**config.mk**
```make
export PLATFORM = sky130hd
export DESIGN_NAME = fcp_top
export DESIGN_NICKNAME = d
export VERILOG_FILES = /design/src/include/fcp_pkg.sv /design/src/hw/fcp_top.sv
export SDC_FILE = /design/constraint.sdc
export NUM_CORES = 1
export LEC_CHECK = 0
export BUFFER_PORTS_ARGS = -buffer_cell sky130_fd_sc_hd__buf_2
export CAP_MARGIN = 25
export CORE_MARGIN = 10
export CORE_UTILIZATION = 40
export CTS_BUF_LIST = sky130_fd_sc_hd__clkbuf_2
export DETAILED_ROUTE_END_ITERATION = 10
export PLACE_DENSITY = 0.67
export SYNTH_ARGS = -nofsm -noshare
export SYNTH_HDL_FRONTEND = slang
export SYNTH_SLANG_ARGS = --single-unit
```
**constraint.sdc**
```tcl
create_clock -name hclk -period 3.5 [get_ports hclk]
set_clock_uncertainty 0.15 [all_clocks]
set_input_delay 0.525 -clock hclk [delete_from_list [all_inputs] [get_ports hclk]]
set_output_delay 0.525 -clock hclk [all_outputs]
set_load 0.01 [all_outputs]
```
**src/include/fcp_pkg.sv**
```systemverilog
// Purpose: constants for the four channel pwm core
// Assumes: ahb-lite register bus, one word per register
// Notes: offsets are byte addresses
package fcp_pkg;
    // register byte offsets
    localparam logic [7:0] ADR_CTRL = 8'h00;
    localparam logic [7:0] ADR_ENABLE = 8'h04;
    localparam logic [7:0] ADR_PRESCALE = 8'h08;
    localparam logic [7:0] ADR_SDIV0 = 8'h0C;
    localparam logic [7:0] ADR_SCNT0 = 8'h10;
    localparam logic [7:0] ADR_SDIV1 = 8'h14;
    localparam logic [7:0] ADR_SCNT1 = 8'h18;
    localparam logic [7:0] ADR_TEST = 8'h1C;
    localparam logic [7:0] ADR_DIR = 8'h20;
    localparam logic [7:0] ADR_CNT0 = 8'h40;
    localparam logic [7:0] ADR_PER0 = 8'h50;
    localparam logic [7:0] ADR_DTY0 = 8'h60;
    // control register fields
    localparam int CTRL_SEL_LSB = 0;
    localparam int CTRL_POL_LSB = 4;
    localparam int CTRL_CENTER = 8;
    // test register fields
    localparam int TST_CWR = 0;
    localparam int TST_PMR = 1;
    localparam int TST_SLD = 2;
    // values
    localparam logic [7:0] ZERO8 = 8'h00;
    localparam logic [7:0] ONE8 = 8'h01;
    localparam logic [7:0] DUTY_FULL = 8'hFF;
    localparam logic [6:0] ZERO7 = 7'h00;
    localparam logic [6:0] ONE7 = 7'h01;
    localparam logic [1:0] HTRANS_NONSEQ = 2'h2;
    localparam logic [1:0] HTRANS_SEQ = 2'h3;
    // bus answer state
    typedef enum logic [1:0] {
        BUS_IDLE, BUS_RDWAIT, BUS_WRITE
    } fcp_bus_type;
endpackage : fcp_pkg

```
**src/hw/fcp_top.sv**
```systemverilog
// Purpose: four channel 8-bit pulse width modulator with ahb-lite regs
// Assumes: single clock hclk, special mode flag arrives from a pin
// Notes: reads take one wait state, writes none
//
// Local design decisions: register access over AHB-Lite and the placing of the registers.
module fcp_top #(
    parameter int NCH = 4,
    parameter int CLKA_TAP = 0,
    parameter int CLKB_TAP = 0
) (
    // clock and reset
    input wire logic hclk,
    input wire logic hresetn,
    // ahb-lite slave
    input wire logic hsel,
    input wire logic [31:0] haddr,
    input wire logic [1:0] htrans,
    input wire logic hwrite,
    input wire logic [2:0] hsize,
    input wire logic hready,
    input wire logic [31:0] hwdata,
    output logic [31:0] hrdata,
    output logic hreadyout,
    output logic hresp,
    // chip mode pin
    input wire logic special_mode_flag,
    // port pins
    output logic [3:0] pin_out,
    output logic [3:0] pin_oe
);
    // true when a prescale bit range is all ones
    function automatic logic tap_hit(input logic [6:0] c, input int t);
        logic [6:0] m;
        m = 7'((1 << t) - 1);
        tap_hit = (c & m) == m;
    endfunction : tap_hit

    // pwm level from counter, duty, period, polarity and count direction
    function automatic logic pwm_lvl(input logic [7:0] c,
        input logic [7:0] d, input logic [7:0] p, input logic pol,
        input logic dn);
        if (d == fcp_pkg::DUTY_FULL && p != fcp_pkg::ZERO8) begin
            pwm_lvl = ~pol;
        end else if (d >= p) begin
            pwm_lvl = pol;
        end else if (dn) begin
            // falling side toggles back on the duty match itself
            pwm_lvl = pol ^ (c > d);
        end else begin
            pwm_lvl = pol ^ (c >= d);
        end
    endfunction : pwm_lvl

    // bus tracking
    fcp_pkg::fcp_bus_type bus_q;
    logic [7:0] adr_q;
    logic [31:0] rdata_q;
    logic ready_q;
    // mode pin synchroniser
    logic special_mode_flag_s1_q, special_mode_flag_q;
    // software registers
    logic [3:0] sel_q, pol_q, en_q, dir_q;
    logic center_q;
    logic [2:0] tst_q;
    logic [6:0] pres_q;
    logic [7:0] sdiv_q [2];
    logic [7:0] scnt_q [2];
    logic [1:0] shalf_q;
    // per channel state
    logic [7:0] cnt_q [NCH];
    logic [7:0] perb_q [NCH];
    logic [7:0] pera_q [NCH];
    logic [7:0] dtyb_q [NCH];
    logic [7:0] dtya_q [NCH];
    logic [NCH-1:0] down_q, run_q;
    logic [3:0] out_q, oe_q;
    // decoded strobes and clock ticks
    logic take, wr_now;
    logic any_en, tick_a, tick_b;
    logic [1:0] src_tick, s_tick;
    logic [NCH-1:0] ch_src, cnt_wr, per_wr, dty_wr;

    assign take = hsel && hready && (htrans == fcp_pkg::HTRANS_NONSEQ ||
        htrans == fcp_pkg::HTRANS_SEQ);
    assign wr_now = (bus_q == fcp_pkg::BUS_WRITE);
    assign any_en = |en_q;
    assign tick_a = any_en && tap_hit(pres_q, CLKA_TAP);
    assign tick_b = any_en && tap_hit(pres_q, CLKB_TAP);
    assign src_tick = {tick_b, tick_a};

    // scaled clock: divide by divisor+1, then by two
    always_comb begin
        for (int s = 0; s < 2; s++) begin
            s_tick[s] = src_tick[s] && scnt_q[s] == fcp_pkg::ZERO8 &&
                shalf_q[s];
        end
    end

    // channel strobes and selected clocks
    always_comb begin
        for (int c = 0; c < NCH; c++) begin
            cnt_wr[c] = wr_now && adr_q == 8'(fcp_pkg::ADR_CNT0 + 4*c);
            per_wr[c] = wr_now && adr_q == 8'(fcp_pkg::ADR_PER0 + 4*c);
            dty_wr[c] = wr_now && adr_q == 8'(fcp_pkg::ADR_DTY0 + 4*c);
            // channels 0,1 use clock a side, 2,3 clock b side
            ch_src[c] = sel_q[c] ? s_tick[c/2] : src_tick[c/2];
        end
    end

    // mode pin passes two flops first
    always_ff @(posedge hclk or negedge hresetn) begin
        if (!hresetn) begin
            special_mode_flag_s1_q <= 1'b0;
            special_mode_flag_q <= 1'b0;
        end else begin
            special_mode_flag_s1_q <= special_mode_flag;
            special_mode_flag_q <= special_mode_flag_s1_q;
        end
    end

    // bus phase tracking; reads get one wait state
    always_ff @(posedge hclk or negedge hresetn) begin
        if (!hresetn) begin
            bus_q <= fcp_pkg::BUS_IDLE;
            adr_q <= fcp_pkg::ZERO8;
            ready_q <= 1'b1;
            hresp <= 1'b0;
        end else begin
            hresp <= 1'b0; // always okay
            case (bus_q)
                fcp_pkg::BUS_RDWAIT: begin
                    bus_q <= fcp_pkg::BUS_IDLE;
                    ready_q <= 1'b1;
                end
                default: begin
                    if (take) begin
                        adr_q <= haddr[7:0];
                        bus_q <= hwrite ? fcp_pkg::BUS_WRITE
                                        : fcp_pkg::BUS_RDWAIT;
                        ready_q <= hwrite;
                    end else begin
                        bus_q <= fcp_pkg::BUS_IDLE;
                    end
                end
            endcase
        end
    end
    assign hreadyout = ready_q;

    // read data, captured in the wait cycle; unmapped reads zero
    always_ff @(posedge hclk or negedge hresetn) begin
        if (!hresetn) begin
            rdata_q <= 32'h0000_0000;
        end else if (bus_q == fcp_pkg::BUS_RDWAIT) begin
            rdata_q <= 32'h0000_0000;
            case (adr_q)
                fcp_pkg::ADR_CTRL:
                    rdata_q[8:0] <= {center_q, pol_q, sel_q};
                fcp_pkg::ADR_ENABLE: rdata_q[3:0] <= en_q;
                fcp_pkg::ADR_PRESCALE: rdata_q[6:0] <= pres_q;
                fcp_pkg::ADR_SDIV0: rdata_q[7:0] <= sdiv_q[0];
                fcp_pkg::ADR_SCNT0: rdata_q[7:0] <= scnt_q[0];
                fcp_pkg::ADR_SDIV1: rdata_q[7:0] <= sdiv_q[1];
                fcp_pkg::ADR_SCNT1: rdata_q[7:0] <= scnt_q[1];
                fcp_pkg::ADR_TEST: rdata_q[2:0] <= tst_q;
                fcp_pkg::ADR_DIR: rdata_q[3:0] <= dir_q;
                default: begin
                    for (int c = 0; c < NCH; c++) begin
                        // plain read, no side effect on the count
                        if (adr_q == 8'(fcp_pkg::ADR_CNT0 + 4*c))
                            rdata_q[7:0] <= cnt_q[c];
                        if (adr_q == 8'(fcp_pkg::ADR_PER0 + 4*c))
                            rdata_q[7:0] <= perb_q[c];
                        if (adr_q == 8'(fcp_pkg::ADR_DTY0 + 4*c))
                            rdata_q[7:0] <= dtyb_q[c];
                    end
                end
            endcase
        end
    end
    assign hrdata = rdata_q;

    // control, enable and direction registers
    always_ff @(posedge hclk or negedge hresetn) begin
        if (!hresetn) begin
            sel_q <= 4'h0;
            pol_q <= 4'h0;
            center_q <= 1'b0;
            en_q <= 4'h0;
            dir_q <= 4'h0;
        end else if (wr_now) begin
            case (adr_q)
                fcp_pkg::ADR_CTRL: begin
                    sel_q <= hwdata[fcp_pkg::CTRL_SEL_LSB +: 4];
                    pol_q <= hwdata[fcp_pkg::CTRL_POL_LSB +: 4];
                    center_q <= hwdata[fcp_pkg::CTRL_CENTER];
                end
                fcp_pkg::ADR_ENABLE: en_q <= hwdata[3:0];
                fcp_pkg::ADR_DIR: dir_q <= hwdata[3:0];
                default: ;
            endcase
        end
    end

    // test bits: written only in special mode, cleared outside it
    always_ff @(posedge hclk or negedge hresetn) begin
        if (!hresetn) begin
            tst_q <= 3'h0;
        end else if (!special_mode_flag_q) begin
            tst_q <= 3'h0;
        end else if (wr_now && adr_q == fcp_pkg::ADR_TEST) begin
            tst_q <= hwdata[2:0];
        end
    end

    // shared prescale counter, stopped when every channel is off
    always_ff @(posedge hclk or negedge hresetn) begin
        if (!hresetn) begin
            pres_q <= fcp_pkg::ZERO7;
        end else if (wr_now && special_mode_flag_q && adr_q == fcp_pkg::ADR_PRESCALE) begin
            pres_q <= hwdata[6:0];
        end else if (any_en) begin
            pres_q <= pres_q + fcp_pkg::ONE7;
        end
    end

    // scale divisors and their down-counters
    always_ff @(posedge hclk or negedge hresetn) begin
        if (!hresetn) begin
            for (int s = 0; s < 2; s++) begin
                sdiv_q[s] <= fcp_pkg::ZERO8;
                scnt_q[s] <= fcp_pkg::ZERO8;
            end
            shalf_q <= 2'b00;
        end else begin
            for (int s = 0; s < 2; s++) begin
                if (wr_now && adr_q == (s == 0 ? fcp_pkg::ADR_SDIV0
                                                : fcp_pkg::ADR_SDIV1)) begin
                    sdiv_q[s] <= hwdata[7:0];
                    // immediate load unless inhibited in special mode
                    if (!(special_mode_flag_q && tst_q[fcp_pkg::TST_SLD])) begin
                        scnt_q[s] <= hwdata[7:0];
                        shalf_q[s] <= 1'b0;
                    end
                end else if (src_tick[s]) begin
                    if (scnt_q[s] == fcp_pkg::ZERO8) begin
                        scnt_q[s] <= sdiv_q[s];
                        shalf_q[s] <= ~shalf_q[s];
                    end else begin
                        scnt_q[s] <= scnt_q[s] - fcp_pkg::ONE8;
                    end
                end
            end
        end
    end

    // run gate rises with enable only on a source clock tick, clears at once when enable drops
    always_ff @(posedge hclk or negedge hresetn) begin
        if (!hresetn) begin
            run_q <= '0;
        end else begin
            for (int c = 0; c < NCH; c++) begin
                if (ch_src[c] || !en_q[c])
                    run_q[c] <= en_q[c];
            end
        end
    end

    // channel counters with buffered period and duty
    always_ff @(posedge hclk or negedge hresetn) begin
        if (!hresetn) begin
            for (int c = 0; c < NCH; c++) begin
                cnt_q[c] <= fcp_pkg::ZERO8;
                perb_q[c] <= fcp_pkg::ZERO8;
                pera_q[c] <= fcp_pkg::ZERO8;
                dtyb_q[c] <= fcp_pkg::ZERO8;
                dtya_q[c] <= fcp_pkg::ZERO8;
            end
            down_q <= '0;
        end else begin
            for (int c = 0; c < NCH; c++) begin
                if (per_wr[c]) begin
                    perb_q[c] <= hwdata[7:0];
                    if (!en_q[c])
                        pera_q[c] <= hwdata[7:0];
                end
                if (dty_wr[c]) begin
                    dtyb_q[c] <= hwdata[7:0];
                    if (!en_q[c])
                        dtya_q[c] <= hwdata[7:0];
                end
                if (!en_q[c] && !per_wr[c] && !dty_wr[c]) begin
                    // disabling takes up any pending buffer
                    pera_q[c] <= perb_q[c];
                    dtya_q[c] <= dtyb_q[c];
                end
                if (cnt_wr[c]) begin
                    if (!(special_mode_flag_q && tst_q[fcp_pkg::TST_CWR])) begin
                        cnt_q[c] <= fcp_pkg::ZERO8;
                        down_q[c] <= 1'b0;
                    end
                    pera_q[c] <= perb_q[c];
                    dtya_q[c] <= dtyb_q[c];
                end else if (run_q[c] && ch_src[c]) begin
                    // counting resumes from the held value
                    if (!center_q) begin
                        if (cnt_q[c] == pera_q[c] &&
                            !(special_mode_flag_q && tst_q[fcp_pkg::TST_PMR])) begin
                            cnt_q[c] <= fcp_pkg::ZERO8;
                            pera_q[c] <= perb_q[c];
                            dtya_q[c] <= dtyb_q[c];
                        end else begin
                            cnt_q[c] <= cnt_q[c] + fcp_pkg::ONE8;
                        end
                    end else if (!down_q[c]) begin
                        if (cnt_q[c] >= pera_q[c]) begin
                            down_q[c] <= 1'b1;
                            if (cnt_q[c] != fcp_pkg::ZERO8)
                                cnt_q[c] <= cnt_q[c] - fcp_pkg::ONE8;
                        end else begin
                            cnt_q[c] <= cnt_q[c] + fcp_pkg::ONE8;
                        end
                    end else begin
                        if (cnt_q[c] <= fcp_pkg::ONE8) begin
                            // rollover at the bottom, 2*per ticks total
                            cnt_q[c] <= fcp_pkg::ZERO8;
                            down_q[c] <= 1'b0;
                            pera_q[c] <= perb_q[c];
                            dtya_q[c] <= dtyb_q[c];
                        end else begin
                            cnt_q[c] <= cnt_q[c] - fcp_pkg::ONE8;
                        end
                    end
                end
            end
        end
    end

    // pin drivers: enable overrides direction without changing it
    always_ff @(posedge hclk or negedge hresetn) begin
        if (!hresetn) begin
            out_q <= 4'h0;
            oe_q <= 4'h0;
        end else begin
            for (int c = 0; c < NCH; c++) begin
                oe_q[c] <= en_q[c] | dir_q[c];
                out_q[c] <= run_q[c] ? pwm_lvl(cnt_q[c], dtya_q[c],
                    pera_q[c], pol_q[c], center_q && down_q[c])
                    : 1'b0;
            end
        end
    end
    assign pin_out = out_q;
    assign pin_oe = oe_q;
endmodule : fcp_top

```
== Word level (Yosys, flattened, before mapping) ==
Cells that the tools add are included.
Word-level totals
  bits of input ports: 75
  output and inout port bits: 42
  logic and storage cells: 444
  register bits after elaboration: 259
Operators by class
  add/subtract/negate cells: 11
  bitwise logic cells: 19
  reduce and logical (&&, ||, !) cells: 112
  $lt $le $gt $ge: 20
  equal/unequal tests: 43
  mux-type cells: 190
Operator list (number)
  8-bit two-way mux: 124
  8-bit by 7-bit == test with 1-bit output, second input constant: 12
  8-bit >= comparator: 12
  8-bit nonzero test: 8
  1-bit two-way mux: 55
  1-bit logical AND: 50
  8-bit by 1-bit subtractor with 8-bit output, second input constant: 6
  8-bit by 1-bit adder with 8-bit output, second input constant: 4
  8-bit by 5-bit == test with 1-bit output, second input constant: 4
  8-bit == test: 4
  8-bit == test, second input constant: 4
  8-bit > comparator: 4
  8-bit by 1-bit <= comparator with 1-bit output, second input constant: 4
  3-bit AND reduction: 10
  2-bit nonzero test: 14
  3-bit case mux with 9 select lines: 1
  8-bit logical NOT: 3
  3-bit case mux with 7 select lines: 1
  5-bit by 4-bit != test with 1-bit output, second input constant: 4
  8-bit by 4-bit == test with 1-bit output, second input constant: 2
  7-bit two-way mux: 2
  1-bit logical NOT: 13
  2-bit != test, second input constant: 6
  2-bit AND reduction: 6
  other kinds (16): 42

== Depth between registers and ports, before layout ==
  depth in word-level cells: 14
  depth in mapped cells: 11
  gate-level depth less buffers: 9

== Least setup slack after synthesis ==
Ideal clock, no wire load.
  path kind: register -> register
  start: register cnt_q[8] in the netlist's numbering
  end: register cnt_q[15] in the netlist's numbering
  cell stages (with the launch flop): 12
  clock period less this slack: 2.897 ns
  path buffers: 2
  data required time: 3.220 ns
  library setup time: 0.130 ns
  path slack: 0.603 ns
  data arrival time: 2.616 ns
  cell sequence: dfrtp_1 -> clkbuf_1 -> inv_1 -> ha_1 -> nand2b_1 -> a221oi_1 -> o211ai_1 -> nand2_1 -> clkbuf_1 -> mux2_2 -> a22oi_1 -> o31ai_2
On the way
  longest elaborated chain between the ends: 7
  elaborated cells on any way between the ends: 17
  those cells by class: add/sub: 2; order compare: 2; eq/ne: 2; mux: 8; reduce/logical: 3
Ends and longest elaborated chain
  start: declaration: line fcp_top.sv:70  | logic [7:0] cnt_q [NCH];
  start signal: indexed assignment: line fcp_top.sv:273  | cnt_q[c] <= fcp_pkg::ZERO8;
  start signal: indexed assignment: line fcp_top.sv:299  | cnt_q[c] <= fcp_pkg::ZERO8;
  start signal: indexed assignment: line fcp_top.sv:309  | cnt_q[c] <= fcp_pkg::ZERO8;
  8-bit by 1-bit subtractor with 8-bit output: line fcp_top.sv:319, fcp_top.sv:331
  8-bit two-way mux: line fcp_top.sv:318  | if (cnt_q[c] != fcp_pkg::ZERO8)
  8-bit two-way mux: line fcp_top.sv:316  | if (cnt_q[c] >= pera_q[c]) begin
  8-bit two-way mux: line fcp_top.sv:315  | end else if (!down_q[c]) begin
  8-bit two-way mux: line fcp_top.sv:306  | if (!center_q) begin
  8-bit two-way mux: line fcp_top.sv:304  | end else if (run_q[c] && ch_src[c]) begin
  8-bit two-way mux: line fcp_top.sv:297  | if (cnt_wr[c]) begin
Parallel ways exist; a longest one is shown, timed or not. The select of a mux whose other input is x is not followed.
A chain may end at the register's enable or synchronous reset.

== Worst setup path after layout ==
  start: register adr_q[1]
  end: register rdata_q[0] (netlist: hrdata[0])
On the way
  longest elaborated chain between the ends: 14
  elaborated cells on any way between the ends: 34
  those cells by class: eq/ne: 20; mux: 13; reduce/logical: 1
Ends and longest elaborated chain
  start: declaration: line fcp_top.sv:56  | logic [7:0] adr_q;
  start signal: assignment: line fcp_top.sv:125  | adr_q <= fcp_pkg::ZERO8;
  start signal: assignment: line fcp_top.sv:137  | adr_q <= haddr[7:0];
  8-bit by 7-bit == test with 1-bit output: line fcp_top.sv:170  | if (adr_q == 8'(fcp_pkg::ADR_CNT0 + 4*c))
  8-bit two-way mux: line fcp_top.sv:170
  8-bit two-way mux: line fcp_top.sv:172  | if (adr_q == 8'(fcp_pkg::ADR_PER0 + 4*c))
  8-bit two-way mux: line fcp_top.sv:174  | if (adr_q == 8'(fcp_pkg::ADR_DTY0 + 4*c))
  8-bit two-way mux: line fcp_top.sv:170
  8-bit two-way mux: line fcp_top.sv:172
  8-bit two-way mux: line fcp_top.sv:174
  8-bit two-way mux: line fcp_top.sv:170
  8-bit two-way mux: line fcp_top.sv:172
  8-bit two-way mux: line fcp_top.sv:174
  8-bit two-way mux: line fcp_top.sv:170
  8-bit two-way mux: line fcp_top.sv:172
  8-bit two-way mux: line fcp_top.sv:174
  3-bit case mux with 9 select lines *: line fcp_top.sv:156  | case (adr_q)
  end signal: assignment: line fcp_top.sv:171  | rdata_q[7:0] <= cnt_q[c];
  end signal: assignment: line fcp_top.sv:173  | rdata_q[7:0] <= perb_q[c];
  end signal: assignment: line fcp_top.sv:175  | rdata_q[7:0] <= dtyb_q[c];
  end: declaration: line fcp_top.sv:57  | logic [31:0] rdata_q;
Every way passes the cells marked *; elsewhere a longest branch is shown, timed or not.

==> results.py <==
metrics = {
    "setup_path": {
        "cp.required_ns": 4.18,
        "reg2regPathDepth": 8,
        "cp.arrival_ns": 3.93,
        "crit_path_end_kind": "register",
        "r2r_slack_ns": 0.26,
        "reg2reg_from": "adr_q[1]$_DFFE_PN0P_",
        "reg2reg_to": "hrdata[0]$_DFFE_PN0P_",
        "crit_path_start_kind": "register",
        "critical_path_class": "register to register",
        "crit_path_max_fanout": 9,
    },
    "floorplan": {
        "io_pins": 117,
        "die_h_um": 226,
        "die_w_um": 226,
        "coreArea_um2": 41900,
        "die-area_um2": 51000,
        "fp-row-count": 75,
        "start_util_pct": 40.4,
    },
    "synth": {
        "ys_seq_area_share_pct": 38.3,
        "synth_cell_types": 87,
        "synth_top_area_cell": "dfrtp_1",
        "synth_edf_count": 0,
        "synth_area_leaders": "dfrtp_1 38%, ha_1 8.5%, mux2_2 6.6%, mux2i_1 5.9%, nand2_1 4.1%",
        "async_flop_share_pct": 100,
        "synthCells": 1820,
        "ys_warn_count": 0,
        "syn_area_um2": 16900,
        "ys.flop_type": "dfrtp_1",
        "synth-seq-cells": 259,
        "synth.top_cell.area_share_pct": 38.1,
        "syn_area_per_cell_um2": 9.31,
    },
    "sta": {
        "tns_ns": 0,
        "setup_viol": 0,
        "holdWs_ns": 0.0458,
        "period_needed_ns": 3.24,
        "drv_slew": 0,
        "slew_headroom_pct": 33.3,
        "tightestPinTransition_ns": 0.997,
        "fmax_mhz": 308,
        "rsz0062_at_grt": "no",
        "post-route-period-util_pct": 92.6,
        "finalHoldViolCount": 0,
        "fin_ws_ns": 0.258,
    },
    "clock_network": {
        "numCtsBuffers": 74,
        "cts_tree": "built",
        "root_buffer": "clkbuf_2",
        "cts.sinks": 259,
        "path_clk_slew_ns": 0.09,
        "insertion_delay_ns": 0.95,
        "postCtsSetupBuffers": 0,
        "htree_levels": 3,
        "cts_buffer_depth": 3,
    },
    "route": {
        "drc_errors": 0,
        "ant_nets": 0,
        "firstDrtPassIters": 6,
        "drt_iter0_markers": 1320,
        "wl_per_cell_um": 21.7,
        "vias": 15115,
        "vias_per_cell": 5.96,
        "wl_um": 55100,
    },
    "pwr": {
        "pwr_density_cell_nw_per_um2": 552,
        "leakage_nw": 8.40,
        "ir_worst_vdd_mv": 0.416,
    },
    "global_route": {
        "track_usage_pct": 21.5,
        "grt_pass1_wl_um": 86100,
        "antenna_found_initial": 1,
        "grt_pass1_vias": 15163,
        "grt_max_degree": 102,
        "grt-ovfl-total": 0,
    },
    "placement": {
        "globalplace.congestion": 1.00,
        "dp_hpwl_um": 40100,
        "placed_cell_area_um2": 18000,
        "dpl.cell_count": 2383,
        "place_ws_ns": 0.268,
        "portBuffers": 41,
    },
    "layout": {
        "drive_gt1_share_pct": 19.0,
        "final_common_cell": "dfrtp_1",
        "fin_area_um2": 18800,
        "nets": 2133,
        "fillers": 4018,
        "area_delta_synth_final_pct": 11.0,
        "layout_common_cells": "258 x dfrtp_1, 185 x nand2_1, 133 x o21ai_0",
        "final_cells": 2534,
    },
    "outcome": {
        "status": "finished, final reports clean",
    },
    "hold_path": {
        "timing.hold.worst.class": "input port to asynchronous set/reset pin",
    },
    "job": {
        "drv_cap": 0,
    },
}
-- per-layer routing --
layer  up-vias  global-route usage [%]  share of wire (%)
met1      7467                    27.3                 42
met2       665                    34.5                 47
met4         0                    8.45                3.1
met3       111                    5.07                8.3
li1       6872                       -                  -
met5         -                       0                  0
-- flip-flops by register name, indices dropped and copies added, names as in the netlist, 2 cells and up --
register / flops
pol_q: 4
pin_oe: 4
hrdata: 9
down_q: 4
perb_q: 32
pera_q: 32
bus_q: 2
shalf_q: 2
dir_q: 4
sdiv_q: 16
en_q: 4
tst_q: 3
adr_q: 8
scnt_q: 16
dtya_q: 32
run_q: 4
pin_out: 4
sel_q: 4
pres_q: 7
cnt_q: 32
dtyb_q: 32
-- kinds of logic (layout without fill, tap and decap cells) --
logic type / Yosys count / in the layout / share of synthesized area, %
xor+xnor: 17 / 17 / 0.879
fa+ha+maj: 115 / 115 / 8.49
compound gates: 438 / 438 / 16.8
flops: 259 / 259 / 38.3
simple gates: 585 / 585 / 17.6
mux: 200 / 200 / 12.6
other cells: 1 / 26 / 0.0221
buf+inv: 205 / 355 / 5.43
-- per-stage QoR --
stage / total power [mW] / utilization [%]
floorplan: 6.79 / -
global placement: 8.04 / 42.8
detailed placement: 8.19 / 42.8
CTS: 10.4 / 44.8
global route: 11.1 / 44.8
finish: 10.4 / 44.8
-- critical path, cell delays in order (launching register included) --
cell and delay, ns:
dfrtp_1 0.45, nor2_1 0.46, and3_1 0.49, nand2_1 0.20, o21ai_0 0.20, nor3_1 0.12, a2111oi_1 0.82, buf_4 0.24
a21oi_1 0.06
-- how the worst max path moves through the flow --
| stage | from | to | slack (ns) | cells after the start |
|---|---|---|---|---|
| 2_1_floorplan | cnt_q[8]$_DFFE_PN0P_ | cnt_q[15]$_DFFE_PN0P_ | 0.60 | 11 |
| 3_3_place_gp | adr_q[1]$_DFFE_PN0P_ | hrdata[0]$_DFFE_PN0P_ | 0.22 | 8 |
| 5_1_grt | adr_q[1]$_DFFE_PN0P_ | hrdata[0]$_DFFE_PN0P_ | 0.17 | 8 |
| 4_1_cts | adr_q[1]$_DFFE_PN0P_ | hrdata[0]$_DFFE_PN0P_ | 0.26 | 8 |
| 3_5_place_dp | adr_q[4]$_DFFE_PN0P_ | hrdata[0]$_DFFE_PN0P_ | 0.27 | 8 |
| 6_report | adr_q[1]$_DFFE_PN0P_ | hrdata[0]$_DFFE_PN0P_ | 0.26 | 8 |
-- report_power, final --
part           internal [mW]  switching (mW)
Clock                  0.803            1.32
Combinational           1.71            2.26
Sequential              3.50           0.793
-- synth_stat cells, drive strengths merged (8+ instances only) --
cell	n
a211oi	22
a21o	18
a21oi	75
a22o	22
a22oi	16
a31oi	19
and2	12
and3	23
buf	63
clkbuf	54
dfrtp	258
ha	115
inv	88
mux2	100
mux2i	100
nand2	191
nand2b	31
nand3	42
nand4	29
nor2	120
nor2b	19
nor3	37
nor4	20
o211ai	8
o21a	10
o21ai	147
o22ai	22
o31ai	18
or2	11
or3	15
xnor2	9
xor2	8
-- what timing repair did --
action	CTS	global route
gates resized for setup	0	1
hold buffers	22	0
setup endpoints to repair	0	1
endpoints found under the hold margin	121	0
-- area by class of cell --
class | instances | area, um2 | area share [%]
multi-input cells | 1379 | 9650 | 51.3
clock buffers | 106 | 531 | 2.82
repair buffers | 141 | 1050 | 5.60
diodes | 2 | 5.00 | 0.0266
flip-flops and latches | 259 | 6480 | 34.5
inverters | 88 | 330 | 1.76
well taps | 539 | 674 | 3.59
clock inverters | 20 | 76.3 | 0.406
(Power assumes the default switching activity.)
